`config.mk`:
```
export PLATFORM = sky130hd
export DESIGN_NAME = fmpg_bank
export DESIGN_NICKNAME = d
export VERILOG_FILES = /design/src/rtl/fmpg_pkg.sv /design/src/rtl/fmpg_bank.sv /design/src/rtl/fmpg_tree.sv
export VERILOG_INCLUDE_DIRS = /design/src /design/src/rtl
export SDC_FILE = /design/constraint.sdc
export NUM_CORES = 1
export LEC_CHECK = 0
export BUFFER_PORTS_ARGS = -buffer_cell sky130_fd_sc_hd__buf_4
export CORE_MARGIN = 3
export CORE_UTILIZATION = 30
export CTS_CLUSTER_SIZE = 10
export DETAILED_ROUTE_END_ITERATION = 7
export PLACE_DENSITY = 0.64
export SYNTH_ARGS = -nofsm -noshare
export SYNTH_HDL_FRONTEND = slang
export SYNTH_SLANG_ARGS = --single-unit
```
`constraint.sdc`:
```
create_clock -name core_clk_i -period 1.2 [get_ports core_clk_i]
set_clock_uncertainty 0.15 [all_clocks]
set_input_delay 0.24 -clock core_clk_i [delete_from_list [all_inputs] [get_ports core_clk_i]]
set_output_delay 0.24 -clock core_clk_i [all_outputs]
set_load 0.01 [all_outputs]
```
`src/rtl/fmpg_regs.svh`:
```
// Register offsets, field positions and reserved-bit values of the fault-mask and power-good tree bank.
// Assumes an 8-bit register port with byte offsets as printed; included by bare name.
`ifndef FMPG_REGS_SVH
`define FMPG_REGS_SVH
`define FMPG_OFS_FAULT_MASK2 8'ha3
`define FMPG_OFS_TREE_MASK_A 8'ha4
`define FMPG_OFS_TREE_MASK_B 8'ha5
`define FMPG_FM2_RSV7 7
`define FMPG_FM2_RSV6 6
`define FMPG_FM2_RSV5 5
`define FMPG_FM2_LINEAR_A1 4
`define FMPG_FM2_TERM 3
`define FMPG_FM2_SWITCH_B2 2
`define FMPG_FM2_SWITCH_B1 1
`define FMPG_FM2_LINEAR_A3 0
`define FMPG_TB_CTL_LSB 4
`define FMPG_TB_TERM 3
`define FMPG_TB_SHARED 2
`define FMPG_TB_SWITCH_B1 1
`define FMPG_TB_LINEAR_A3 0
`define FMPG_TA_STEPDOWN_ONE 0
`define FMPG_TB_CTL_FIVE 7
`define FMPG_FM2_RSV_MASK 8'he0
`define FMPG_FM2_RSV_VALUE 8'h20
`define FMPG_BYTE_ZERO 8'h00
`endif

```
`src/rtl/fmpg_pkg.sv`:
```
// Types shared by the fault-mask and power-good tree bank.
// Assumes nothing beyond the register header.
package fmpg_pkg;
  // Register port request.
  typedef struct packed {
    logic wr;
    logic rd;
    logic [7:0] addr;
    logic [7:0] wdata;
  } fmpg_req_t;
  // Power-good inputs of the rails that can join the output-one tree.
  typedef struct packed {
    logic linear_a_two;
    logic switch_a_one;
    logic [5:0] stepdown;
    logic [3:0] control_in;
    logic termination;
    logic switch_b_two;
    logic linear_a_one;
    logic switch_b_one;
    logic linear_a_three;
  } fmpg_good_t;
  // Fault flags of the rails covered by the second fault mask.
  typedef struct packed {
    logic linear_a_one;
    logic termination;
    logic switch_b_two;
    logic switch_b_one;
    logic linear_a_three;
  } fmpg_fault_t;
  // Whole register state.
  typedef struct packed {
    logic [7:0] fault_mask2_reg;
    logic [7:0] tree_mask_a_reg;
    logic [7:0] tree_mask_b_reg;
    logic [7:0] rdata_reg;
    logic shutdown_reg;
    logic out_one_reg;
  } fmpg_state_t;
endpackage

```
`src/rtl/fmpg_bank.sv`:
```
// Fault-mask and output-one power-good tree register bank.
// Assumes a simple synchronous byte register port and factory power-up values on pins.
//
// Overview of operation
// RQ1: Software writes zero to reserved bit 6 of the second fault mask.
// RQ2: Software writes one to reserved bit 5 of the second fault mask.
// RQ3: A set fault mask bit blocks shutdown from that rail; clear lets it through.
// RQ4: Fault mask bit 4 covers linear A1, bit 3 the termination regulator.
// RQ5: Fault mask bits 2, 1, 0 cover switch B2, switch B1, linear A3.
// RQ6: Tree mask bit zero includes a member; one excludes and ignores it.
// RQ7: Tree mask A bits 7, 6 cover linear A2, switch A1; bits 5..0 step-downs 6..1.
// RQ8: Tree mask B bits 7, 6, 5, 4 cover control inputs 5, 4, 2, 1.
// RQ9: Tree mask B bits 3..0 cover termination, shared rail, switch B1, linear A3.
// RQ10: The shared bit applies to whichever rail the factory selected for it.
// RQ11: Output one follows the tree unless set up as a software output.
// RQ12: The tree is good only when every included member is good.
// RQ13: Any unmasked fault on a covered rail starts the shutdown sequence.
`timescale 1ns/1ps
`include "fmpg_regs.svh"
module fmpg_bank
  import fmpg_pkg::*;
(
  // Clock and reset.
  input wire logic core_clk_i,
  input wire logic rstn_i,
  // Register port.
  input wire fmpg_req_t req_i,
  output logic [7:0] rdata_o,
  // Factory configuration.
  input wire logic [7:0] fault_mask2_init_i,
  input wire logic [7:0] tree_mask_a_init_i,
  input wire logic [7:0] tree_mask_b_init_i,
  input wire logic shared_is_switch_i,
  input wire logic out_one_sw_mode_i,
  input wire logic out_one_sw_level_i,
  // Rail status.
  input wire fmpg_good_t good_i,
  input wire fmpg_fault_t fault_i,
  // Results.
  output logic shutdown_req_o,
  output logic general_output_one_o
);
  logic rst_meta_reg;
  logic rst_sync_reg;
  logic init_done_reg;
  fmpg_state_t state_reg;
  fmpg_state_t state_next;
  logic [15:0] members;
  logic [15:0] masks;
  logic shared_good;
  logic tree_good;
  logic [4:0] fault_vec;
  logic [4:0] fault_live;

  // Clears the read-only top bit of the second fault mask, so neither the factory load nor a write can set it.
  function automatic logic [7:0] fm2_clean(input logic [7:0] value);
    logic [7:0] result;
    result = value;
    result[`FMPG_FM2_RSV7] = 1'b0;
    return result;
  endfunction

  // Reset release goes through two flip-flops so the release is clean.
  always_ff @(posedge core_clk_i or negedge rstn_i)
  begin
    if (!rstn_i)
    begin
      rst_meta_reg <= 1'b0;
      rst_sync_reg <= 1'b0;
    end
    else
    begin
      rst_meta_reg <= 1'b1;
      rst_sync_reg <= rst_meta_reg;
    end
  end

  // The shared tree position follows the factory rail selection.
  assign shared_good = shared_is_switch_i ? good_i.switch_b_two : good_i.linear_a_one; // RQ10
  // Member order matches the two tree mask registers, A high, B low.
  assign members = {good_i.linear_a_two, good_i.switch_a_one, good_i.stepdown,
                    good_i.control_in, good_i.termination, shared_good,
                    good_i.switch_b_one, good_i.linear_a_three}; // RQ7 RQ8 RQ9
  assign masks = {state_reg.tree_mask_a_reg, state_reg.tree_mask_b_reg};

  fmpg_tree #(
    .WIDTH(16)
  ) u_tree (
    .member_i(members),
    .mask_i(masks),
    .good_o(tree_good)
  );

  // Fault flags in the bit order of the second fault mask.
  assign fault_vec = {fault_i.linear_a_one, fault_i.termination, fault_i.switch_b_two,
                      fault_i.switch_b_one, fault_i.linear_a_three}; // RQ4 RQ5
  // Faults whose mask bit is clear are the ones that may stop the device.
  assign fault_live = fault_vec & ~state_reg.fault_mask2_reg[`FMPG_FM2_LINEAR_A1:`FMPG_FM2_LINEAR_A3]; // RQ3

  // Register update, readback, fault gating and output selection.
  always_comb
  begin
    state_next = state_reg;
    state_next.rdata_reg = `FMPG_BYTE_ZERO;
    if (!init_done_reg)
    begin
      // Factory values are taken once, after reset release.
      state_next.fault_mask2_reg = fm2_clean(fault_mask2_init_i);
      state_next.tree_mask_a_reg = tree_mask_a_init_i;
      state_next.tree_mask_b_reg = tree_mask_b_init_i;
    end
    else if (req_i.wr)
    begin
      unique case (req_i.addr)
        `FMPG_OFS_FAULT_MASK2:
        begin
          // Bit 7 is read-only and reads as zero; software is trusted to keep bits 6 and 5 as required.
          state_next.fault_mask2_reg = fm2_clean(req_i.wdata); // RQ1 RQ2
        end
        `FMPG_OFS_TREE_MASK_A: state_next.tree_mask_a_reg = req_i.wdata;
        `FMPG_OFS_TREE_MASK_B: state_next.tree_mask_b_reg = req_i.wdata;
        default: state_next.fault_mask2_reg = state_reg.fault_mask2_reg;
      endcase
    end
    if (req_i.rd)
    begin
      unique case (req_i.addr)
        `FMPG_OFS_FAULT_MASK2: state_next.rdata_reg = state_reg.fault_mask2_reg;
        `FMPG_OFS_TREE_MASK_A: state_next.rdata_reg = state_reg.tree_mask_a_reg;
        `FMPG_OFS_TREE_MASK_B: state_next.rdata_reg = state_reg.tree_mask_b_reg;
        default: state_next.rdata_reg = `FMPG_BYTE_ZERO;
      endcase
    end
    // Shutdown request is sticky until reset; the sequence must not be aborted mid-way.
    // Faults are weighed only once the factory masks are in, as the cleared masks before that mean nothing.
    state_next.shutdown_reg = state_reg.shutdown_reg | (init_done_reg & (|fault_live)); // RQ3 RQ13
    state_next.out_one_reg = out_one_sw_mode_i ? out_one_sw_level_i : tree_good; // RQ11
  end

  // One register for the whole state.
  always_ff @(posedge core_clk_i or negedge rst_sync_reg)
  begin
    if (!rst_sync_reg)
    begin
      state_reg <= '0;
      init_done_reg <= 1'b0;
    end
    else
    begin
      state_reg <= state_next;
      init_done_reg <= 1'b1;
    end
  end

  assign rdata_o = state_reg.rdata_reg;
  assign shutdown_req_o = state_reg.shutdown_reg;
  assign general_output_one_o = state_reg.out_one_reg;

  // An unmasked fault raises the shutdown request on the next edge.
  AST_FAULT_SHUTDOWN: assert property (@(posedge core_clk_i) disable iff (!rst_sync_reg) // RQ13
    (init_done_reg && |(fault_vec & ~state_reg.fault_mask2_reg[4:0])) |=> shutdown_req_o)
    else $error("Unmasked fault did not raise shutdown.");

  // Masked-only faults never start a shutdown from a clean state.
  AST_MASKED_FAULT: assert property (@(posedge core_clk_i) disable iff (!rst_sync_reg) // RQ3
    (!shutdown_req_o && !(|(fault_vec & ~state_reg.fault_mask2_reg[4:0]))) |=> !shutdown_req_o)
    else $error("Masked fault started shutdown.");

  // Linear A1 fault with bit 4 clear must shut down.
  AST_LINEAR_A1: assert property (@(posedge core_clk_i) disable iff (!rst_sync_reg) // RQ4
    (init_done_reg && fault_i.linear_a_one && !state_reg.fault_mask2_reg[`FMPG_FM2_LINEAR_A1])
    |=> shutdown_req_o)
    else $error("Linear A1 fault lost.");

  // Switch B2 fault with bit 2 clear must shut down.
  AST_SWITCH_B2: assert property (@(posedge core_clk_i) disable iff (!rst_sync_reg) // RQ5
    (init_done_reg && fault_i.switch_b_two && !state_reg.fault_mask2_reg[`FMPG_FM2_SWITCH_B2])
    |=> shutdown_req_o)
    else $error("Switch B2 fault lost.");

  // With all members masked the tree reads good.
  AST_ALL_MASKED: assert property (@(posedge core_clk_i) disable iff (!rst_sync_reg) // RQ6
    (!out_one_sw_mode_i && (&masks)) |=> general_output_one_o)
    else $error("Fully masked tree not good.");

  // An included step-down rail that is bad pulls the output low.
  AST_STEPDOWN_ONE: assert property (@(posedge core_clk_i) disable iff (!rst_sync_reg) // RQ7
    (!out_one_sw_mode_i && !good_i.stepdown[0] && !state_reg.tree_mask_a_reg[`FMPG_TA_STEPDOWN_ONE])
    |=> !general_output_one_o)
    else $error("Step-down one not in tree.");

  // An included control input that is low pulls the output low.
  AST_CONTROL_FIVE: assert property (@(posedge core_clk_i) disable iff (!rst_sync_reg) // RQ8
    (!out_one_sw_mode_i && !good_i.control_in[3] && !state_reg.tree_mask_b_reg[`FMPG_TB_CTL_FIVE])
    |=> !general_output_one_o)
    else $error("Control input five not in tree.");

  // The shared member follows the factory selection.
  AST_SHARED: assert property (@(posedge core_clk_i) disable iff (!rst_sync_reg) // RQ10
    (!out_one_sw_mode_i && !state_reg.tree_mask_b_reg[`FMPG_TB_SHARED] && shared_is_switch_i
     && !good_i.switch_b_two) |=> !general_output_one_o)
    else $error("Shared member ignores selection.");

  // Software mode drives the programmed level.
  AST_SW_MODE: assert property (@(posedge core_clk_i) disable iff (!rst_sync_reg) // RQ11
    out_one_sw_mode_i |=> (general_output_one_o == $past(out_one_sw_level_i)))
    else $error("Software level not driven.");

  // Linear A1 stands in the shared position when the factory did not pick switch B2.
  AST_SHARED_LINEAR: assert property (@(posedge core_clk_i) disable iff (!rst_sync_reg) // RQ10
    (!out_one_sw_mode_i && !state_reg.tree_mask_b_reg[`FMPG_TB_SHARED] && !shared_is_switch_i
     && !good_i.linear_a_one) |=> !general_output_one_o)
    else $error("Shared member ignores linear A1.");

  // An included termination regulator that is bad pulls the output low.
  AST_TERMINATION: assert property (@(posedge core_clk_i) disable iff (!rst_sync_reg) // RQ9
    (!out_one_sw_mode_i && !good_i.termination && !state_reg.tree_mask_b_reg[`FMPG_TB_TERM])
    |=> !general_output_one_o)
    else $error("Termination regulator not in tree.");

  // Once raised, the shutdown request holds until the next reset.
  AST_SHUTDOWN_HOLD: assert property (@(posedge core_clk_i) disable iff (!rst_sync_reg) // RQ13
    shutdown_req_o |=> shutdown_req_o)
    else $error("Shutdown request dropped before reset.");
endmodule

```
`src/rtl/fmpg_tree.sv`:
```
// Combines the members of a power-good tree under a mask.
// Assumes member states and masks are synchronous to the core clock.
`timescale 1ns/1ps
module fmpg_tree
  import fmpg_pkg::*;
#(
  parameter int WIDTH = 16
)
(
  // Members and their masks.
  input wire logic [WIDTH-1:0] member_i,
  input wire logic [WIDTH-1:0] mask_i,
  // Result.
  output logic good_o
);
  // A masked member is forced good so it cannot pull the tree low.
  assign good_o = &(member_i | mask_i); // RQ6 RQ12
endmodule

```
==> flow_metrics.tcl, run 1 <==
set metrics [dict create \
    setup.worst_path.end_class "register" \
    dp_hpwl_um 4140 \
    num_antenna_cells 0 \
    grt_util_overall 0.154 \
    drtIter0Drc 134 \
    final-hold-violation-count 0 \
    syn-mean-instance-area_sq_um 10.4 \
    worst_skew_pair.late_latency_ns 0.28 \
    synth_compound_area_frac 0.140 \
    setup_viol_count_final 34 \
    die_w_um 85.1 \
    viasPerCell 4.79 \
    tritoncts "built" \
    timing.critical_path.buf_inv 1 \
    pin_count 79 \
    cellPowerDensity_nw_per_um2 939 \
    period_needed_ns 1.34 \
    worst-endpoint-arrival_ns 1.35 \
    power.switching_uw 705 \
    ys_top_cells_by_area "sky130_fd_sc_hd__dfrtp_1 48%, sky130_fd_sc_hd__mux2i_1 13%, sky130_fd_sc_hd__nor2_1 6.4%" \
    area_growth_pct 61.1 \
    post_synth_inst_count 180 \
    drv_slew 0 \
    met3WireLength_um 332 \
    crit_cells 5 \
    power.combinational.fraction 0.217 \
    cpPeakStageDelay_ns 0.53 \
    cts_buffer_depth 2 \
    row_count 28 \
    critical_path.startpoint_type "input pin" \
    wl_per_cell_um 15.5 \
    hold_path_class "input pin to register" \
    timing.rr.start "state_reg[26]" \
    clkPwrFrac 0.307 \
    detailedRoute.firstPassIterationCount 4 \
    cts-htree-levels 2 \
    globalRoute.totalOverflow 0 \
    core_region_area_sq_um 5990 \
    grt_antenna_before_repair 0 \
    finalPower_uw 2840 \
    number_of_cts_inserted_buffers 5 \
    layout_setup_ws_ns -0.143 \
    leakage_uw 0.00152 \
    internal_power_uw 2130 \
    filler_cell_count 558 \
    synth-warning-count 0 \
    ir_worst_vdd_mv 0.493 \
    final_antenna_net_count 0 \
    wirelength_met1_um 2310 \
    timing.reg2reg.worst_path_depth 4 \
    cp-startpoint "req_i[14]" \
    muxShareOfSynthArea 0.170 \
    die-area_sq_um 7240 \
    adder_cell_area_share_of_the_yosys_netlist 0 \
    area_of_the_mapped_netlist_sq_um 1880 \
    area_share_of_the_largest_cell_type_after_synthesis 0.480 \
    io_buffers 77 \
    die_h_um 85.1 \
    synthesis_stage_register_bit_count 36 \
    routed-wl-met2_um 2800 \
    synth_top_family_by_area "multiplexers" \
    path_class "input pin to register" \
    yosys.area_share.simple 0.147 \
    cp_cell_sequence "buf_6 -> nand4bb_4 -> or4_4 -> mux2i_1 -> a21oi_1" \
    crit-reg2reg-capture "shutdown_req_o" \
    largest_register_ffs 16 \
    dp_slack_ns -0.494 \
    ctsRootBufferMaster "sky130_fd_sc_hd__clkbuf_8" \
    critPathMaxFanout 7 \
    tritoncts_num_sinks 36 \
    outcome "complete, but fails checks" \
    critical_path.slowest_cell "sky130_fd_sc_hd__or4_4" \
    seqPwrFrac 0.475 \
    clk_transition_reported_paths_ns 0.07 \
    post-route-util 0.505 \
    unrepaired_setup_endpoints_after_global_routing "yes" \
    violations "setup timing" \
    nNetsFinal 349 \
    drv.max_cap_violation_count 0 \
    routed.top_layer "met4" \
    layout_worst_path_cycle_share 1.12 \
    grt_first_pass_wirelength_um 8680 \
    critPathRequiredTime_ns 1.21 \
    drt_drc_violations_left 0 \
    first_global_vias 1739 \
    synth.largest_area_cell "sky130_fd_sc_hd__dfrtp_1" \
    synth_xor_xnor_area_share 0 \
    finalWeightedCongestion 0.773 \
    timing.setup.tns_ns -2.35 \
    timing.hold.ws_ns 0.0319 \
    reg2reg_setup_slack_ns -0.11 \
    p_sw_frac 0.248 \
    ys_seq_area_frac 0.480 \
    initial_utilization 0.313 \
    count_of_distinct_cell_types_in_the_synthesized_netlist 31 \
    maxClockFrequency_mhz 745 \
    worst_setup_path_endpoint "state_reg[31]" \
    grt_max_degree 35 \
    drt-total-wl_um 5500 \
    timing.critical_path.max_delay_family "simple AND/OR/NAND/NOR gates" \
    vias 1705 \
    proportion_of_layout_cells_with_a_drive_suffix_above_1 0.516 \
]
-- cells in the final DEF, fill, tap and decap left out, types with 2 or more instances in the layout --
cell / netlist / layout
sky130_fd_sc_hd__conb_1: 1 / 2
sky130_fd_sc_hd__inv_1: 5 / 5
sky130_fd_sc_hd__buf_6: 0 / 22
sky130_fd_sc_hd__nor2_1: 32 / 28
sky130_fd_sc_hd__nand2b_1: 3 / 2
sky130_fd_sc_hd__nor2_2: 0 / 4
sky130_fd_sc_hd__clkbuf_1: 5 / 2
sky130_fd_sc_hd__clkbuf_8: 0 / 6
sky130_fd_sc_hd__mux2i_1: 24 / 24
sky130_fd_sc_hd__a21oi_1: 23 / 23
sky130_fd_sc_hd__mux2_4: 0 / 3
sky130_fd_sc_hd__o22ai_1: 5 / 5
sky130_fd_sc_hd__mux2_2: 7 / 4
sky130_fd_sc_hd__buf_12: 0 / 2
sky130_fd_sc_hd__nor3_4: 0 / 2
sky130_fd_sc_hd__buf_4: 9 / 83
sky130_fd_sc_hd__a22oi_2: 0 / 7
sky130_fd_sc_hd__dfrtp_1: 36 / 35
-- stage by stage --
| step | cell area [sq um] | instances |
|---|---|---|
| after floorplan | 1910 | 181 |
| after global placement | 2710 | 346 |
| after detailed placement | 2710 | 346 |
| after CTS | 2970 | 356 |
| after global routing | 3020 | 356 |
| final | 3020 | 356 |
-- final cells by class --
cell class | count | area (sq um) | area share
multi-input combinational | 124 | 997 | 0.330
tap | 75 | 93.8 | 0.0310
clock buffer | 8 | 90.1 | 0.0298
sequential | 36 | 902 | 0.298
inverter | 5 | 18.8 | 0.00621
timing repair buffer | 108 | 921 | 0.305
-- kinds of logic after synthesis --
group,count (synthesis)
mux,31
flops,36
buf+inv,21
other cells,1
compound gates,42
simple gates,49
-- layer usage --
| layer | vias to the layer above | GRT usage |
|---|---|---|
| met4 | 0 | 0.0561 |
| met5 | - | 0 |
| li1 | 839 | - |
| met1 | 807 | 0.200 |
| met2 | 53 | 0.248 |
| met3 | 6 | 0.0379 |
-- power groups by stage --
stage,logic (uW),registers [uW],clock network (uW)
after global placement,553,1370,0
after floorplan,206,1370,0
final,617,1350,872
after global routing,672,1360,956
after detailed placement,561,1370,0
after CTS,601,1350,897
-- worst min path at each step --
stage	start	to	slack [ns]	cells after the start
2_1_floorplan	rstn_i	rst_meta_reg	-0.21	0
3_3_place_gp	rstn_i	rst_meta_reg	-0.13	1
3_5_place_dp	rstn_i	rst_meta_reg	-0.13	1
4_1_cts	out_one_sw_level_i	general_output_one_o	0.02	2
5_1_grt	out_one_sw_level_i	general_output_one_o	0.02	2
6_report	out_one_sw_level_i	general_output_one_o	0.03	2
-- synthesized netlist by cell type (all sizes together) --
cell type / number
a2111o: 1
a211oi: 1
a21o: 1
a21oi: 23
a222oi: 1
a22oi: 7
a32o: 1
and4bb: 1
buf: 11
clkbuf: 5
conb: 1
dfrtp: 36
inv: 5
mux2: 7
mux2i: 24
nand2b: 3
nand3: 1
nand3b: 1
nand4: 1
nand4b: 1
nand4bb: 1
nor2: 32
nor2b: 1
nor3: 3
nor3b: 2
nor4: 1
o221ai: 1
o22a: 1
o22ai: 5
or4: 1
-- timing repair --
item	4_1_cts	5_1_grt
hold buffers	1	0
pin swaps	29	15
gates resized for setup	34	16
endpoints found under the hold margin	2	0
setup endpoints to repair	36	41
buffers inserted	2	1
gates cloned	0	0
Power figures use the tool's default switching activity.
==> inputs of run 2 (changes only) <==
- PLACE_DENSITY: 0.64 -> 0.62
- clock period: 1.2 -> 1.72 ns (I/O delays scaled with it)
==> run 2 against run 1 <==
Effect of this change: die area stayed put; global-route usage is 0.57 points lower; the flow now finishes without violations; worst setup slack better by 0.34 ns; combinational power is 47% lower; count of clock-buffer cells in the layout is 1 lower; critical endpoint is now state_reg[29]; worst hold slack better by 0.094 ns; critical path depth is 1 higher; via count is 6.2% lower; clock power is 27% lower; largest cell class is now flip-flops and latches; design area is 11% lower; sequential share of layout area is 3.7 points higher; critical path type unchanged; sequential power is 30% lower.
==> flow_metrics.tcl, run 2 (synthesis results as in run 1) <==
set metrics [dict create \
    finalWeightedCongestion 0.811 \
    routed-wl-met2_um 2480 \
    ctsRootBufferMaster "sky130_fd_sc_hd__clkbuf_8" \
    outcome "finished clean" \
    core_region_area_sq_um 5990 \
    num_antenna_cells 0 \
    grt_antenna_before_repair 0 \
    worst-endpoint-arrival_ns 1.54 \
    die-area_sq_um 7240 \
    leakage_uw 0.00139 \
    cellPowerDensity_nw_per_um2 711 \
    ir_worst_vdd_mv 0.306 \
    largest_register_ffs 16 \
    first_global_vias 1677 \
    setup_viol_count_final 0 \
    wirelength_met1_um 2200 \
    die_h_um 85.1 \
    layout_setup_ws_ns 0.193 \
    worst_skew_pair.late_latency_ns 0.28 \
    drt_drc_violations_left 0 \
    viasPerCell 4.71 \
    die_w_um 85.1 \
    tritoncts "built" \
    clk_transition_reported_paths_ns 0.07 \
    layout_worst_path_cycle_share 0.888 \
    dp_slack_ns -0.110 \
    tritoncts_num_sinks 36 \
    final-hold-violation-count 0 \
    most-common-layout-cells "91 x sky130_fd_sc_hd__buf_4, 36 x sky130_fd_sc_hd__dfrtp_1, 32 x sky130_fd_sc_hd__nor2_1" \
    placed_cells 332 \
    period_needed_ns 1.53 \
    dp_hpwl_um 3920 \
    grt_max_degree 35 \
    drv_slew 0 \
    number_of_cts_inserted_buffers 5 \
    layout.cells.most_common "sky130_fd_sc_hd__buf_4" \
    cts-htree-levels 2 \
    routed.top_layer "met4" \
    finalPower_uw 1910 \
    wl_per_cell_um 15.1 \
    setup.worst_path.end_class "register" \
    critical_path.startpoint_type "input pin" \
    proportion_of_layout_cells_with_a_drive_suffix_above_1 0.415 \
    post_cts_resized 0 \
    nNetsFinal 334 \
    path_class "input pin to register" \
    postCtsSetupBuffers 0 \
    vias 1600 \
    grt_util_overall 0.148 \
    io_buffers 77 \
    hold_path_class "register to async pin" \
    globalRoute.totalOverflow 0 \
    cts_buffer_depth 2 \
    initial_utilization 0.313 \
    finish.cell_count_without_fillers 340 \
    cts.hold.buffers_added 1 \
    drt-total-wl_um 5120 \
    critPathMaxFanout 7 \
    critPathRequiredTime_ns 1.73 \
    grt_first_pass_wirelength_um 8370 \
    final_antenna_net_count 0 \
    detailedRoute.firstPassIterationCount 4 \
    drv.max_cap_violation_count 0 \
    drtIter0Drc 77 \
    pin_count 79 \
    met3WireLength_um 399 \
    unrepaired_setup_endpoints_after_global_routing "no" \
    maxClockFrequency_mhz 655 \
    area_growth_pct 43.2 \
    timing.setup.tns_ns 0 \
    row_count 28 \
]
-- run 2: changes by cell type in the layout (fill, tap and decap cells not counted), sizes merged --
cell,previous run,this run
buf,107,92
clkbuf,8,7
-- run 2: area by class of cell --
cell class	instances	area [sq um]
Multi-Input combinational cell	124	865
Fill cell	602	3300
Timing Repair Buffer	93	713
Sequential cell	36	901
Inverter	5	18.8
Clock buffer	7	96.3
Tap cell	75	93.8
-- run 2: per-stage QoR --
step | cell area, sq um | hold WS, ns | util
2_1_floorplan | 1880 | -0.102 | -
3_3_place_gp | 2580 | -0.0224 | 0.431
3_5_place_dp | 2580 | -0.0221 | 0.431
4_1_cts | 2690 | 0.125 | 0.449
5_1_grt | 2690 | 0.123 | 0.449
6_report | 2690 | 0.126 | 0.449
-- run 2: metal layers --
layer,global-route usage,up-vias
met5,0,-
met4,0.0302,0
met3,0.0553,5
met2,0.239,44
met1,0.190,744
li1,-,807
-- run 2: final timing paths --
check	endpoint	cells past startpoint	from	slack, ns
max	state_reg[29]	6	req_i[11]	0.19
min reg2reg	state_reg[31]	1	rst_sync_reg	0.13
min	state_reg[31]	1	rst_sync_reg	0.13
max reg2reg	general_output_one_o	4	masks[8]	0.31
min in group core_clk_i	general_output_one_o	2	out_one_sw_level_i	0.13
max in group asynchronous	rdata_o[1]	1	rst_sync_reg	0.99
-- run 2: worst max-delay path, stage by stage --
cell                        delay, ns
sky130_fd_sc_hd__buf_4           0.11
sky130_fd_sc_hd__nand4bb_4       0.21
sky130_fd_sc_hd__or4_1           0.41
sky130_fd_sc_hd__buf_4           0.21
sky130_fd_sc_hd__mux2i_1         0.17
sky130_fd_sc_hd__a21oi_1         0.08
-- run 2: power breakdown --
part / internal, uW / switching (uW)
sequential: 900 / 44.5
clock: 357 / 284
combinational: 194 / 132
==> inputs of run 3 (changes only) <==
- CTS_BUF_LIST: default -> sky130_fd_sc_hd__clkbuf_8 sky130_fd_sc_hd__clkbuf_16
- PLACE_DENSITY: 0.62 -> default
==> run 3 against run 2 <==
Effect of this change: maximum frequency shrank 1.2%; flip-flop and latch count unchanged; power is 4.2% higher; critical path type unchanged.
==> flow_metrics.tcl, run 3 (synthesis results as in run 1) <==
set metrics [dict create \
    critical_path.slowest_cell "sky130_fd_sc_hd__or4_1" \
    leakage_uw 0.00140 \
    die-area_sq_um 7240 \
    layout.cells.most_common "sky130_fd_sc_hd__buf_4" \
    first_global_vias 1667 \
    nNetsFinal 334 \
    path_class "input pin to register" \
    pin_count 79 \
    row_count 28 \
    dp_hpwl_um 4050 \
    drtIter0Drc 86 \
    proportion_of_layout_cells_with_a_drive_suffix_above_1 0.414 \
    die_w_um 85.1 \
    initial_utilization 0.313 \
    grt_antenna_before_repair 0 \
    num_antenna_cells 0 \
    detailedRoute.firstPassIterationCount 4 \
    critPathRequiredTime_ns 1.72 \
    most-common-layout-cells "91 x sky130_fd_sc_hd__buf_4, 36 x sky130_fd_sc_hd__dfrtp_1, 32 x sky130_fd_sc_hd__nor2_1" \
    cpPeakStageDelay_ns 0.42 \
    cp_cell_sequence "buf_4 -> nand4bb_4 -> or4_1 -> buf_4 -> mux2i_1 -> a21oi_1" \
    timing.hold.ws_ns 0.123 \
    drv_slew 0 \
    viasPerCell 4.67 \
    period_needed_ns 1.54 \
    cellPowerDensity_nw_per_um2 738 \
    ir_worst_vdd_mv 0.413 \
    layout_worst_path_cycle_share 0.898 \
    grt_max_degree 35 \
    cp-startpoint "req_i[11]" \
    clk_transition_reported_paths_ns 0.07 \
    core_region_area_sq_um 5990 \
    ctsRootBufferMaster "sky130_fd_sc_hd__clkbuf_8" \
    largest_register_ffs 16 \
    critical_path.startpoint_type "input pin" \
    critical-path-top-cell-by-count "sky130_fd_sc_hd__buf_4" \
    die_h_um 85.1 \
    worst-endpoint-arrival_ns 1.55 \
    critPathMaxFanout 7 \
    setup.worst_path.end_class "register" \
    post_cts_resized 0 \
    globalRoute.totalOverflow 0 \
    drv.max_cap_violation_count 0 \
    unrepaired_setup_endpoints_after_global_routing "no" \
    finalPower_uw 1990 \
    finish.cell_count_without_fillers 341 \
    hold_path_class "register to async pin" \
    final_antenna_net_count 0 \
    cts_buffer_depth 2 \
    number_of_cts_inserted_buffers 5 \
    vias 1592 \
    tritoncts "built" \
    tritoncts_num_sinks 36 \
    worst_skew_pair.late_latency_ns 0.28 \
    grt_util_overall 0.147 \
    outcome "finished clean" \
    drt_drc_violations_left 0 \
    drt-total-wl_um 5270 \
    placed_cells 332 \
    filler_cell_count 614 \
    io_buffers 77 \
    finalWeightedCongestion 0.788 \
    timing.rr.start "masks[8]" \
    maxClockFrequency_mhz 647 \
    setup_viol_count_final 0 \
    final-hold-violation-count 0 \
    cts-htree-levels 2 \
    grt_first_pass_wirelength_um 8360 \
    area_growth_pct 43.8 \
    wl_per_cell_um 15.4 \
]
[run 3: cell count changes in the layout (fill, tap and decap cells not counted)]
cell / before / now
sky130_fd_sc_hd__bufinv_16: 0 / 1
sky130_fd_sc_hd__clkinv_2: 0 / 1
sky130_fd_sc_hd__inv_1: 5 / 6
sky130_fd_sc_hd__clkbuf_8: 7 / 5
[run 3: worst paths after layout]
path,to,slack (ns),cells past startpoint
worst max-delay path,state_reg[28],0.18,6
worst min-delay path,state_reg[28],0.12,1
worst max register to register,general_output_one_o,0.35,4
worst min register to register,state_reg[28],0.12,1
max in group asynchronous,masks[2],0.99,1
min in group core_clk_i,general_output_one_o,0.13,2
[run 3: through the flow]
step | setup TNS [ns] | util | setup WS, ns | cell area, sq um
5_1_grt | 0 | 0.451 | 0.0790 | 2700
2_1_floorplan | 0 | - | 0.0981 | 1880
4_1_cts | 0 | 0.451 | 0.186 | 2700
3_3_place_gp | -0.804 | 0.431 | -0.0883 | 2580
6_report | 0 | 0.451 | 0.175 | 2700
3_5_place_dp | -1.09 | 0.431 | -0.111 | 2580
[run 3: area by class of cell]
class / count / area (sq um) / area share
Sequential cell: 36 / 901 / 0.334
Multi-Input combinational cell: 124 / 865 / 0.320
Timing Repair Buffer: 93 / 713 / 0.264
Tap cell: 75 / 93.8 / 0.0348
Clock buffer: 5 / 68.8 / 0.0255
Clock inverter: 3 / 38.8 / 0.0144
Inverter: 5 / 18.8 / 0.00695
[run 3: what timing repair did]
item	4_1_cts	5_1_grt
endpoints found under the hold margin	2	0
buffers inserted	0	0
hold buffers	1	0
[run 3: power by group]
part	switching, uW	internal, uW
clock network	295	424
logic	134	194
registers	44.1	900
total	473	1520
[run 3: routing by layer]
layer	track usage	share of wire	up-vias
met2	0.240	0.48	42
met5	0	0	-
met3	0.0398	0.055	4
met4	0.0345	0.0068	0
li1	-	-	805
met1	0.193	0.45	741
[run 3: worst max-delay path: cells and delay by family]
family	cells	cell delay, ns
multiplexers	1	0.17
AND/OR/NAND/NOR	2	0.63
buffers and inverters	2	0.32
AO/OA/AOI/OAI	1	0.08
